**src/core/smsp_pkg.sv**
```systemverilog
package smsp_pkg;

   // Register byte offsets on the AHB-Lite slave
   localparam logic [7:0] SMSP_OFS_MODE_CTL = 8'h00;
   localparam logic [7:0] SMSP_OFS_DATA = 8'h04;
   localparam logic [7:0] SMSP_OFS_PORT_CTL = 8'h08;
   localparam logic [7:0] SMSP_OFS_IRQ_STATUS = 8'h0c;
   localparam logic [7:0] SMSP_OFS_IRQ_MASK = 8'h10;

   // Values after reset
   localparam logic [7:0] SMSP_RST_MODE_CTL = 8'he0;
   localparam logic [7:0] SMSP_RST_DATA = 8'h00;
   localparam logic [7:0] SMSP_RST_PORT_CTL = 8'h00;
   localparam logic [1:0] SMSP_RST_IRQ = 2'h0;

   // Field positions in serial_mode_control
   localparam int SMSP_ROLE_MSB = 7;
   localparam int SMSP_ROLE_LSB = 5;
   localparam int SMSP_ENABLE_BIT = 1;
   localparam logic [7:0] SMSP_MODE_CTL_RW = 8'hfe;

   // Field positions in serial_port_control
   localparam int SMSP_POL_BIT = 5;
   localparam int SMSP_EDGE_BIT = 4;
   localparam int SMSP_ORDER_BIT = 3;
   localparam int SMSP_SEL_EN_BIT = 2;
   localparam int SMSP_WRITE_COLLISION_FLAG_BIT = 1;
   localparam int SMSP_TRF_BIT = 0;

   // Field positions in the interrupt status and mask registers
   localparam int SMSP_IRQ_DONE_BIT = 0;
   localparam int SMSP_IRQ_WRITE_COLLISION_FLAG_BIT = 1;

   // Role codes
   localparam logic [2:0] SMSP_ROLE_DIV4 = 3'h0;
   localparam logic [2:0] SMSP_ROLE_DIV16 = 3'h1;
   localparam logic [2:0] SMSP_ROLE_DIV64 = 3'h2;
   localparam logic [2:0] SMSP_ROLE_LIRC = 3'h3;
   localparam logic [2:0] SMSP_ROLE_SLAVE = 3'h5;
   localparam logic [2:0] SMSP_ROLE_TWO_WIRE = 3'h6;

   // Half periods of the serial clock in system clocks
   localparam logic [4:0] SMSP_HALF_DIV4 = 5'h02;
   localparam logic [4:0] SMSP_HALF_DIV16 = 5'h08;
   localparam logic [4:0] SMSP_HALF_DIV64 = 5'h20;

   localparam logic [2:0] SMSP_LAST_BIT = 3'h7;

   localparam logic [1:0] SMSP_HTRANS_NONSEQ = 2'h2;

   typedef enum logic [2:0] {
      SMSP_ST_IDLE = 3'b001,
      SMSP_ST_MASTER = 3'b010,
      SMSP_ST_SLAVE = 3'b100
   } smsp_state_type;

   typedef struct packed {
      logic sck;
      logic sdi;
      logic scs_b;
   } smsp_pin_in_type;

   typedef struct packed {
      logic sck;
      logic sck_oe;
      logic sdo;
      logic sdo_oe;
      logic select_pin_func;
      logic port_pins_func;
   } smsp_pin_out_type;

   function automatic logic smsp_is_master(input logic [2:0] role);
      smsp_is_master = (role == SMSP_ROLE_DIV4) || (role == SMSP_ROLE_DIV16) ||
         (role == SMSP_ROLE_DIV64) || (role == SMSP_ROLE_LIRC);
   endfunction

   function automatic logic smsp_out_bit(input logic [7:0] d, input logic msb_first);
      smsp_out_bit = msb_first ? d[7] : d[0];
   endfunction

   function automatic logic [7:0] smsp_shift(input logic [7:0] d, input logic b, input logic msb_first);
      smsp_shift = msb_first ? {d[6:0], b} : {b, d[7:1]};
   endfunction

endpackage

```
**src/core/smsp_bit_clock.sv**
```systemverilog
`timescale 1ns/1ps
`default_nettype none
module smsp_bit_clock (
   input wire logic clk,
   input wire logic rst_b,
   input wire logic run,
   input wire logic [2:0] role,
   input wire logic lirc_tick,
   output logic tick
);
   import smsp_pkg::*;

   logic [4:0] count;
   logic [4:0] next_count;
   logic [4:0] half;

   always_comb begin
      half = SMSP_HALF_DIV4;
      if (role == SMSP_ROLE_DIV16) begin
         half = SMSP_HALF_DIV16;
      end else if (role == SMSP_ROLE_DIV64) begin
         half = SMSP_HALF_DIV64;
      end
      tick = 1'b0;
      next_count = 5'h00;
      if (run) begin
         if (role == SMSP_ROLE_LIRC) begin
            // Each oscillator tick is one half period
            tick = lirc_tick;
         end else if (count == half - 5'h01) begin
            tick = 1'b1;
         end else begin
            next_count = count + 5'h01;
         end
      end
   end

   always_ff @(posedge clk or negedge rst_b) begin
      if (!rst_b) begin
         count <= 5'h00;
      end else begin
         count <= next_count;
      end
   end

endmodule
`default_nettype wire

```
**src/core/smsp_port.sv**
```systemverilog
// Overview of operation
// - Polarity bit 1 idles clock low, 0 idles it high.
// - Capture edge follows polarity and capture-edge bit combination.
// - Shift-order bit 1 sends MSB first, 0 sends LSB first.
// - Select-pin enable bit hands select pin to port or GPIO.
// - Data write during transfer is dropped and sets collision flag.
// - Collision flag stays set until software writes it zero.
// - Completion flag set at byte end, cleared only by software.
// - Master data write starts a full-duplex byte transfer at once.
// - Slave shifts data register out and input bits in on clocks.
// - Slave with select pin disabled stays active, ignores select line.
// - Port keeps working during processor idle power mode.
// - Two upper control bits store and return written values.
// - Role field picks master rates, slave or two-wire mode; the two-wire code only releases the pins here.
// - Disabled port releases pins, stays idle, keeps control settings.
// - One shared byte register holds sent and received data.
`timescale 1ns/1ps
`default_nettype none
module smsp_port (
   input wire logic clk,
   input wire logic rst_b,
   input wire logic hsel,
   input wire logic [31:0] haddr,
   input wire logic [1:0] htrans,
   input wire logic hwrite,
   input wire logic [2:0] hsize,
   input wire logic [31:0] hwdata,
   input wire logic hready,
   output logic hreadyout,
   output logic hresp,
   output logic [31:0] hrdata,
   input wire logic lirc_tick,
   input wire smsp_pkg::smsp_pin_in_type pin_in,
   output smsp_pkg::smsp_pin_out_type pin_out,
   output logic irq
);
   import smsp_pkg::*;

   logic dp_valid, next_dp_valid;
   logic dp_write, next_dp_write;
   logic [7:0] dp_addr, next_dp_addr;
   logic [7:0] mode_ctl, next_mode_ctl;
   logic [7:0] sdata, next_sdata;
   logic [7:0] port_ctl, next_port_ctl;
   logic [1:0] irq_status, next_irq_status;
   logic [1:0] irq_mask, next_irq_mask;
   smsp_state_type state, next_state;
   logic [2:0] bit_cnt, next_bit_cnt;
   logic sck_q, next_sck_q;
   logic sck_prev, next_sck_prev;
   logic rx_hold, next_rx_hold;
   logic sdo_q, next_sdo_q;

   logic enabled, master_role, slave_role, slave_active;
   logic idle_level, capture_lead, msb_first;
   logic tick, lead_ev, trail_ev, done_ev, collide_ev, start_ev;
   logic wr_mode, wr_data, wr_port, wr_stat, wr_mask;
   logic [7:0] wbyte;
   logic [2:0] role;

   assign role = mode_ctl[SMSP_ROLE_MSB:SMSP_ROLE_LSB];
   // Disabled module leaves the role decode but releases everything
   assign enabled = mode_ctl[SMSP_ENABLE_BIT];
   assign master_role = enabled && smsp_is_master(role);
   assign slave_role = enabled && (role == SMSP_ROLE_SLAVE);
   // select ignored when its pin is not enabled
   assign slave_active = slave_role && (!port_ctl[SMSP_SEL_EN_BIT] || !pin_in.scs_b);
   assign idle_level = !port_ctl[SMSP_POL_BIT];
   // edge bit 1 captures on the edge leaving idle
   assign capture_lead = port_ctl[SMSP_EDGE_BIT];
   assign msb_first = port_ctl[SMSP_ORDER_BIT];

   smsp_bit_clock u_bit_clock (
      .clk(clk),
      .rst_b(rst_b),
      .run(state == SMSP_ST_MASTER),
      .role(role),
      .lirc_tick(lirc_tick),
      .tick(tick)
   );

   assign wbyte = hwdata[7:0];
   assign wr_mode = dp_valid && dp_write && (dp_addr == SMSP_OFS_MODE_CTL);
   assign wr_data = dp_valid && dp_write && (dp_addr == SMSP_OFS_DATA);
   assign wr_port = dp_valid && dp_write && (dp_addr == SMSP_OFS_PORT_CTL);
   assign wr_stat = dp_valid && dp_write && (dp_addr == SMSP_OFS_IRQ_STATUS);
   assign wr_mask = dp_valid && dp_write && (dp_addr == SMSP_OFS_IRQ_MASK);

   // Edges of the serial clock, either our own or the master's
   always_comb begin
      lead_ev = 1'b0;
      trail_ev = 1'b0;
      if (state == SMSP_ST_MASTER) begin
         lead_ev = tick && (sck_q == idle_level);
         trail_ev = tick && (sck_q != idle_level);
      end else if (slave_active && (pin_in.sck != sck_prev)) begin
         lead_ev = (pin_in.sck != idle_level);
         trail_ev = (pin_in.sck == idle_level) && (state == SMSP_ST_SLAVE);
      end
   end

   // eighth trailing edge ends the byte
   assign done_ev = trail_ev && (bit_cnt == SMSP_LAST_BIT);
   assign collide_ev = wr_data && (state != SMSP_ST_IDLE);
   assign start_ev = wr_data && (state == SMSP_ST_IDLE) && master_role;

   // Bus address phase capture
   always_comb begin
      next_dp_valid = dp_valid;
      next_dp_write = dp_write;
      next_dp_addr = dp_addr;
      if (hready) begin
         next_dp_valid = hsel && (htrans == SMSP_HTRANS_NONSEQ);
         next_dp_write = hwrite;
         next_dp_addr = haddr[7:0];
      end
   end

   always_ff @(posedge clk or negedge rst_b) begin
      if (!rst_b) begin
         dp_valid <= 1'b0;
         dp_write <= 1'b0;
         dp_addr <= 8'h00;
      end else begin
         dp_valid <= next_dp_valid;
         dp_write <= next_dp_write;
         dp_addr <= next_dp_addr;
      end
   end

   assign hreadyout = 1'b1;
   assign hresp = 1'b0;

   always_comb begin
      hrdata = 32'h00000000;
      if (dp_valid && !dp_write) begin
         unique case (dp_addr)
            SMSP_OFS_MODE_CTL: hrdata = {24'h000000, mode_ctl};
            SMSP_OFS_DATA: hrdata = {24'h000000, sdata};
            SMSP_OFS_PORT_CTL: hrdata = {24'h000000, port_ctl};
            SMSP_OFS_IRQ_STATUS: hrdata = {30'h00000000, irq_status};
            SMSP_OFS_IRQ_MASK: hrdata = {30'h00000000, irq_mask};
            default: hrdata = 32'h00000000;
         endcase
      end
   end

   // Registers and the shift engine
   always_comb begin
      next_mode_ctl = mode_ctl;
      next_port_ctl = port_ctl;
      next_sdata = sdata;
      next_irq_status = irq_status;
      next_irq_mask = irq_mask;
      next_state = state;
      next_bit_cnt = bit_cnt;
      next_sck_q = sck_q;
      next_rx_hold = rx_hold;
      next_sdo_q = sdo_q;
      next_sck_prev = pin_in.sck;

      // settings survive disable, a mode write replaces bits 7 to 1
      if (wr_mode) begin
         next_mode_ctl = wbyte & SMSP_MODE_CTL_RW;
      end
      if (wr_port) begin
         next_port_ctl = wbyte;
      end
      // collision flag cleared only by software, set wins
      if (collide_ev) begin
         next_port_ctl[SMSP_WRITE_COLLISION_FLAG_BIT] = 1'b1;
      end
      // completion flag set by hardware, set wins over clear
      if (done_ev) begin
         next_port_ctl[SMSP_TRF_BIT] = 1'b1;
      end

      // Sticky copies for the interrupt; set beats a write-one clear
      if (wr_stat) begin
         next_irq_status = irq_status & ~wbyte[1:0];
      end
      if (done_ev) begin
         next_irq_status[SMSP_IRQ_DONE_BIT] = 1'b1;
      end
      if (collide_ev) begin
         next_irq_status[SMSP_IRQ_WRITE_COLLISION_FLAG_BIT] = 1'b1;
      end
      if (wr_mask) begin
         next_irq_mask = wbyte[1:0];
      end

      // the one data register takes both software and shift
      if (wr_data && (state == SMSP_ST_IDLE)) begin
         next_sdata = wbyte;
      end

      // sample input on the capture edge
      if ((lead_ev && capture_lead) || (trail_ev && !capture_lead)) begin
         next_rx_hold = pin_in.sdi;
      end

      unique case (state)
         SMSP_ST_IDLE: begin
            next_bit_cnt = 3'h0;
            // idle level held while no byte runs
            next_sck_q = idle_level;
            if (start_ev) begin
               next_state = SMSP_ST_MASTER;
            end else if (lead_ev) begin
               // slave waits for the master's first edge
               next_state = SMSP_ST_SLAVE;
            end
         end
         SMSP_ST_MASTER: begin
            if (tick) begin
               next_sck_q = !sck_q;
            end
            if (!master_role) begin
               // Abort leaves the clock at idle and no flag raised
               next_state = SMSP_ST_IDLE;
               next_sck_q = idle_level;
            end else if (done_ev) begin
               next_state = SMSP_ST_IDLE;
            end
         end
         SMSP_ST_SLAVE: begin
            if (!slave_active || done_ev) begin
               next_state = SMSP_ST_IDLE;
            end
         end
      endcase

      // shift on every trailing edge, master or slave
      if (trail_ev && (state != SMSP_ST_IDLE)) begin
         next_sdata = smsp_shift(sdata, capture_lead ? rx_hold : pin_in.sdi, msb_first);
         next_bit_cnt = bit_cnt + 3'h1;
      end
      if (state == SMSP_ST_SLAVE && !slave_active) begin
         next_bit_cnt = 3'h0;
      end

      // Output bit stands before the capture edge it is read on
      if (capture_lead) begin
         next_sdo_q = smsp_out_bit(next_sdata, msb_first);
      end else if (lead_ev) begin
         next_sdo_q = smsp_out_bit(sdata, msb_first);
      end
   end

   // no power-mode gating, the engine runs on every edge
   always_ff @(posedge clk or negedge rst_b) begin
      if (!rst_b) begin
         mode_ctl <= SMSP_RST_MODE_CTL;
         port_ctl <= SMSP_RST_PORT_CTL;
         sdata <= SMSP_RST_DATA;
         irq_status <= SMSP_RST_IRQ;
         irq_mask <= SMSP_RST_IRQ;
         state <= SMSP_ST_IDLE;
         bit_cnt <= 3'h0;
         sck_q <= 1'b1;
         // Idle level of the pin after reset, so no false edge follows
         sck_prev <= 1'b1;
         rx_hold <= 1'b0;
         sdo_q <= 1'b0;
      end else begin
         mode_ctl <= next_mode_ctl;
         port_ctl <= next_port_ctl;
         sdata <= next_sdata;
         irq_status <= next_irq_status;
         irq_mask <= next_irq_mask;
         state <= next_state;
         bit_cnt <= next_bit_cnt;
         sck_q <= next_sck_q;
         sck_prev <= next_sck_prev;
         rx_hold <= next_rx_hold;
         sdo_q <= next_sdo_q;
      end
   end

   // pins released to general I/O when disabled or two-wire
   always_comb begin
      pin_out.port_pins_func = master_role || slave_role;
      pin_out.select_pin_func = slave_role && port_ctl[SMSP_SEL_EN_BIT];
      pin_out.sck = sck_q;
      pin_out.sck_oe = master_role;
      pin_out.sdo = sdo_q;
      pin_out.sdo_oe = master_role || slave_active;
   end

   assign irq = |(irq_status & irq_mask);

endmodule
`default_nettype wire

```
**config.mk**
```make
export PLATFORM = sky130hd
export DESIGN_NAME = smsp_port
export DESIGN_NICKNAME = d
export VERILOG_FILES = /design/src/core/smsp_pkg.sv /design/src/core/smsp_bit_clock.sv /design/src/core/smsp_port.sv
export SDC_FILE = /design/constraint.sdc
export NUM_CORES = 1
export LEC_CHECK = 0
export BUFFER_PORTS_ARGS = -buffer_cell sky130_fd_sc_hd__buf_2
export CORE_MARGIN = 3
export CORE_UTILIZATION = 54
export DETAILED_ROUTE_END_ITERATION = 6
export PLACE_DENSITY_LB_ADDON = 0.3
export SLEW_MARGIN = 10
export SYNTH_ARGS = -nofsm -noshare
export SYNTH_HDL_FRONTEND = slang
export SYNTH_SLANG_ARGS = --single-unit
export TNS_END_PERCENT = 50
```
**constraint.sdc**
```tcl
create_clock -name clk -period 4.1 [get_ports clk]
set_input_delay 1.025 -clock clk [delete_from_list [all_inputs] [get_ports clk]]
set_output_delay 1.025 -clock clk [all_outputs]
set_load 0.005 [all_outputs]
```
== Word level (Yosys, flattened, before mapping) ==
Index checks and enable logic that the tools add are counted.

* Add/subtract/negate cells: 3
* Multiply operators: 0
* Divide/modulo/power cells: 0
* $lt $le $gt $ge: 0
* Eq/ne operators: 24
* Shifts and indexed selects: 0
* Mux-type cells: 40
* Bitwise gates (word level): 3
* Reduce and logical (&&, ||, !) cells: 52

{| class="wikitable"
|+ Operator list
! cell !! count
|-
| 8-bit one-hot mux with 5 select lines || 1
|-
| 32-bit two-way mux || 1
|-
| 1-bit logical AND || 24
|-
| 3-bit two-way mux || 8
|-
| 8-bit two-way mux || 3
|-
| 1-bit two-way mux || 18
|-
| 8-bit by 4-bit == test with 1-bit output (second input constant) || 2
|-
| 5-bit two-way mux || 3
|-
| 2-bit nonzero test || 7
|-
| 3-bit by 2-bit == test with 1-bit output (second input constant) || 3
|-
| 3-bit == test (second input constant) || 3
|-
| 3-bit != test (second input constant) || 3
|-
| 3-bit one-hot mux with 3 select lines || 1
|-
| 8-bit by 3-bit == test with 1-bit output (second input constant) || 1
|-
| 8-bit by 5-bit == test with 1-bit output (second input constant) || 1
|-
| 8-bit zero test || 1
|-
| 1-bit logical OR || 8
|-
| 1-bit zero test || 7
|-
| 3-bit by 1-bit == test with 1-bit output (second input constant) || 2
|-
| 2-bit two-way mux || 3
|-
| 5-bit by 1-bit adder with 5-bit output (second input constant) || 1
|-
| 5-bit == test || 1
|-
| 4-bit by 1-bit subtractor with 5-bit output (second input constant) || 1
|-
| 2-bit bitwise AND || 2
|-
| 14 further kinds || 17
|}

* Flip-flop bits (word level): 52
* Latch bits: 0
* RAM bits: 0
* Memory bits (read-only): 0
* Word-level logic and storage cells: 141
* Memories kept: 0

== Logic depth before layout (Yosys ltp) ==
* Depth after elaboration: 14
* Gate-level depth with buffers: 8
* Depth with buffers taken out: 6

== Cells and area by module ==
A second synthesis with hierarchy kept.

* Cells, all modules: 304
* Area, all modules: 3123.0 um2

{| class="wikitable"
|+ Modules (own cells, without submodules)
! module !! times used !! cells an instance !! area an instance (um2) !! sequential area each (um2)
|-
| smsp_port || 1 || 266 || 2776.4 || 1183.6
|-
| smsp_bit_clock || 1 || 38 || 346.6 || 125.1
|}

== Worst setup path after synthesis ==
Ideal clock, no wire load.

* Path kind: register -> output
* From: reg dp_addr[0]
* To: out hrdata[2]
* Data arrival time: 1890 ps
* Data required time: 3075 ps
* Path slack: 1185 ps
* Stages on the path, launching flop included: 7
* Cell sequence: dfrtp_1 -> or4_1 -> or3_1 -> buf_6 -> or2_2 -> clkbuf_1 -> nor2_1

* Word-level cells in the longest chain between the ends: 3
* Elaborated cells on any way between the ends: 7
* Classes of those cells: 4 x eq/ne; 2 x mux; 1 x reduce/logical

{| class="wikitable"
|+ Ends and longest elaborated chain
! what !! RTL line !! RTL
|-
| start: declaration || smsp_port.sv:41 || <nowiki>logic [7:0] dp_addr, next_dp_addr;</nowiki>
|-
| start signal: assignment || smsp_port.sv:127 || <nowiki>dp_addr <= next_dp_addr;</nowiki>
|-
| 8-bit by 5-bit == test with 1-bit output (tied with other cells) || smsp_port.sv:137 || <nowiki>unique case (dp_addr)</nowiki>
|-
| 8-bit one-hot mux with 5 select lines (*) || smsp_port.sv:137 ||
|-
| 32-bit two-way mux (*) || smsp_port.sv:136 || <nowiki>if (dp_valid && !dp_write) begin</nowiki>
|-
| end: declaration || smsp_port.sv:31 || <nowiki>output logic [31:0] hrdata,</nowiki>
|}

Mark *: on every way between the ends. The rest lies on a longest branch, timed or not.

== Worst setup path after layout ==
Ends and elaborated chain as after synthesis.

==> results.cfg <==
[pwr]
ir_drop_uv = 301.9
pwr-share-comb_pct = 17.5
clkPwrFrac_pct = 30.6
power.density_nw_per_um2 = 342.6
p_int_mw = 0.8387
netSwitchingFraction_pct = 29.03
seqPwrFrac_pct = 51.9
p_switching_mw = 0.3430
power.leakage_nw = 1.622

[finish]
area_growth_pct = 6.613
nNetsFinal = 437
post-route-util_pct = 61.14
final_cells = 429
antenna_cells = 0
drive_above_1_share_pct = 26.05
nFillCells = 509

[cts]
cts_resized = 0
clock-sinks = 52
cts_tree = yes
hold_buffers = 0
post_cts.repair.setup_buffers = 0
numCtsBuffers = 5
clockBufferDepth = 2
path_clk_slew_ns = 0.10
insertion_delay_ns = 0.31
htree_levels = 2
root_buffer = clkbuf_8

[grt]
antenna_found_initial = 0
grt_pass1_wl_mm = 11.10
grt_use_total_pct = 19.27
overflow = 0
grt_max_degree = 38
grt_pass1_vias = 2322

[floorplan]
core_um2 = 5642
rows = 27
num_io_pins = 119
die_y_um = 83.41
die_w_um = 83.41
initial_utilization_pct = 57.35
die_area_um2 = 6956

[sta]
finalCriticalPeriod_ns = 3.536
hold_viol = 0
postLayoutSetupSlackWorst_ns = 0.5641
finalMaxSlewViolations = 0
setup_viol = 0
relSlewSlack_pct = 45.35
worstMarginPinSlew_ns = 0.8197
finClkSkew_ns = 0.009932
post-route-period-util_pct = 86.24
whs_ns = 0.4979
rsz0062_at_grt = no
max_freq_mhz = 282.8
fin_setup_tns_ns = 0

[synth]
yosys.area.top_type_share_pct = 35.58
synth_edf_count = 0
yosysWarnings = 0
async_reset_ff_share_pct = 100.0
ys_ff_latch = 52
synthFlopType = dfrtp_1
synth_cells = 328
synth_seq_area_share_pct = 40.45
yosysTopAreaCell = dfrtp_1
synth.avg_cell_area_um2 = 9.865
synth_area_um2 = 3236
synth_area_leaders = dfrtp_1 36%, mux2_2 8.4%, buf_4 6.7%
synth.distinct_cells = 59

[worst_hold_path]
min_to = u_bit_clock.count[0]
whs_path_depth = 1
min_from = u_bit_clock.count[0]
hp-class = reg -> reg

[drt]
num_vias = 2467
routed_wl_mm = 6.714
drt-pass1-iter-count = 4
drcViolationCount = 0
wl_per_cell_um = 15.65
drtIter0Drc = 121
ant_nets = 0
vias_per_cell = 5.751

[worst_setup_path]
critPathLaunchType = flop
r2r_cells = 6
critical_path_class = reg -> out
arrival_ns = 2.51
r2r-end = sdata[3]
end_kind = primary output
crit_required_ns = 3.07
crit-reg2reg-launch = mode_ctl[6]
rrSetupSlack_ns = 1.32
cp_max_fo = 7

[placed_design]
place_congestion = 0.8234
hpwl_mm = 4.904
numPortBuffers = 41
place_ws_ns = 0.9289
placed_cells = 421

[run_status]
status = finished, final reports clean

[job]
max_cap_violations = 0
==> worst max-delay path by stage <==
stage	start	to	slack [ns]	cells past startpoint
6_report	dp_addr[0]	hrdata[2]	0.56	5
5_1_grt	dp_addr[0]	hrdata[2]	0.49	5
4_1_cts	dp_addr[0]	hrdata[2]	0.57	5
3_5_place_dp	dp_addr[0]	hrdata[2]	0.93	5
3_3_place_gp	dp_addr[0]	hrdata[2]	0.93	5
2_1_floorplan	dp_addr[0]	hrdata[2]	1.18	6
==> power groups by stage <==
stage          Sequential [mW]  Clock [mW]  Combinational, mW
2_1_floorplan            0.588           0              0.195
3_3_place_gp             0.621           0              0.200
3_5_place_dp             0.622           0              0.208
4_1_cts                  0.613       0.368              0.209
5_1_grt                  0.622       0.387              0.235
6_report                 0.613       0.362              0.206
==> worst max-delay path, stage by stage (launching register included) <==
cell	delay, ns
dfrtp_1	0.38
or4_1	0.54
or3_1	0.50
or2_2	0.44
nor2_1	0.18
buf_2	0.15
==> flip-flops by register name, indices dropped and copies added (netlist names) <==
name,cells
irq_mask,2
rx_hold,1
sdo_q,1
u_bit_clock.count,5
dp_valid,1
dp_write,1
bit_cnt,3
sdata,8
sck_prev,1
mode_ctl,7
sck_q,1
dp_addr,8
irq_status,2
port_ctl,8
state,3
==> cells by family (layout without fill, tap and decap cells) <==
group / Yosys count / count (layout) / synth area share [%]
buffers and inverters: 54 / 59 / 10.25
flip-flops: 52 / 52 / 40.45
XOR/XNOR: 6 / 6 / 1.624
multiplexers: 43 / 43 / 14.23
adder cells (fa/ha/maj): 3 / 3 / 1.160
AND/OR/NAND/NOR: 98 / 98 / 16.40
other: 2 / 26 / 0.2321
AO/OA/AOI/OAI: 70 / 70 / 15.66
==> metrics by stage <==
step / cell area, µm² / total power [mW]
2_1_floorplan: 3326 / 0.7829
3_3_place_gp: 3334 / 0.8211
3_5_place_dp: 3334 / 0.8301
4_1_cts: 3450 / 1.190
5_1_grt: 3450 / 1.244
6_report: 3450 / 1.182
==> metal layers <==
metal	up-vias	GRT usage (%)	wire length (µm)
li1	1175	-	-
met1	1173	26.33	2931
met2	99	30.83	3139
met3	20	2.877	460
met4	0	7.429	183
met5	-	0	0
==> area by class of cell <==
| cell class | count | area (µm²) | area share [%] |
|---|---|---|---|
| sequential | 52 | 1309 | 37.94 |
| timing repair buffer | 43 | 220.2 | 6.384 |
| tap | 72 | 90.09 | 2.612 |
| multi-input combinational | 246 | 1685 | 48.86 |
| inverter | 8 | 30.03 | 0.8705 |
| clock inverter | 3 | 46.29 | 1.342 |
| clock buffer | 5 | 68.82 | 1.995 |
==> cells in the final DEF, fill, tap and decap left out, types with 6 or more instances in the layout <==
master,synthesis,routed
nand2b_1,7,7
dfrtp_1,46,46
a21oi_1,16,16
nand2_1,14,14
a221o_1,6,6
mux2i_1,19,19
inv_1,8,8
o21ai_0,12,12
dfstp_2,6,6
mux2_2,24,24
buf_2,4,41
nand3_1,7,7
nor2_1,38,38
conb_1,2,26
==> cells in the mapped netlist, types with 4 or more instances <==
cell type,number
a21o_1,5
a21oi_1,16
a221o_1,6
buf_2,4
buf_4,29
clkbuf_1,9
dfrtp_1,46
dfstp_2,6
inv_1,8
mux2_2,24
mux2i_1,19
nand2_1,14
nand2b_1,7
nand3_1,7
nor2_1,38
nor2b_1,5
o211ai_1,4
o21ai_0,12
Power figures use the tool's default switching activity.
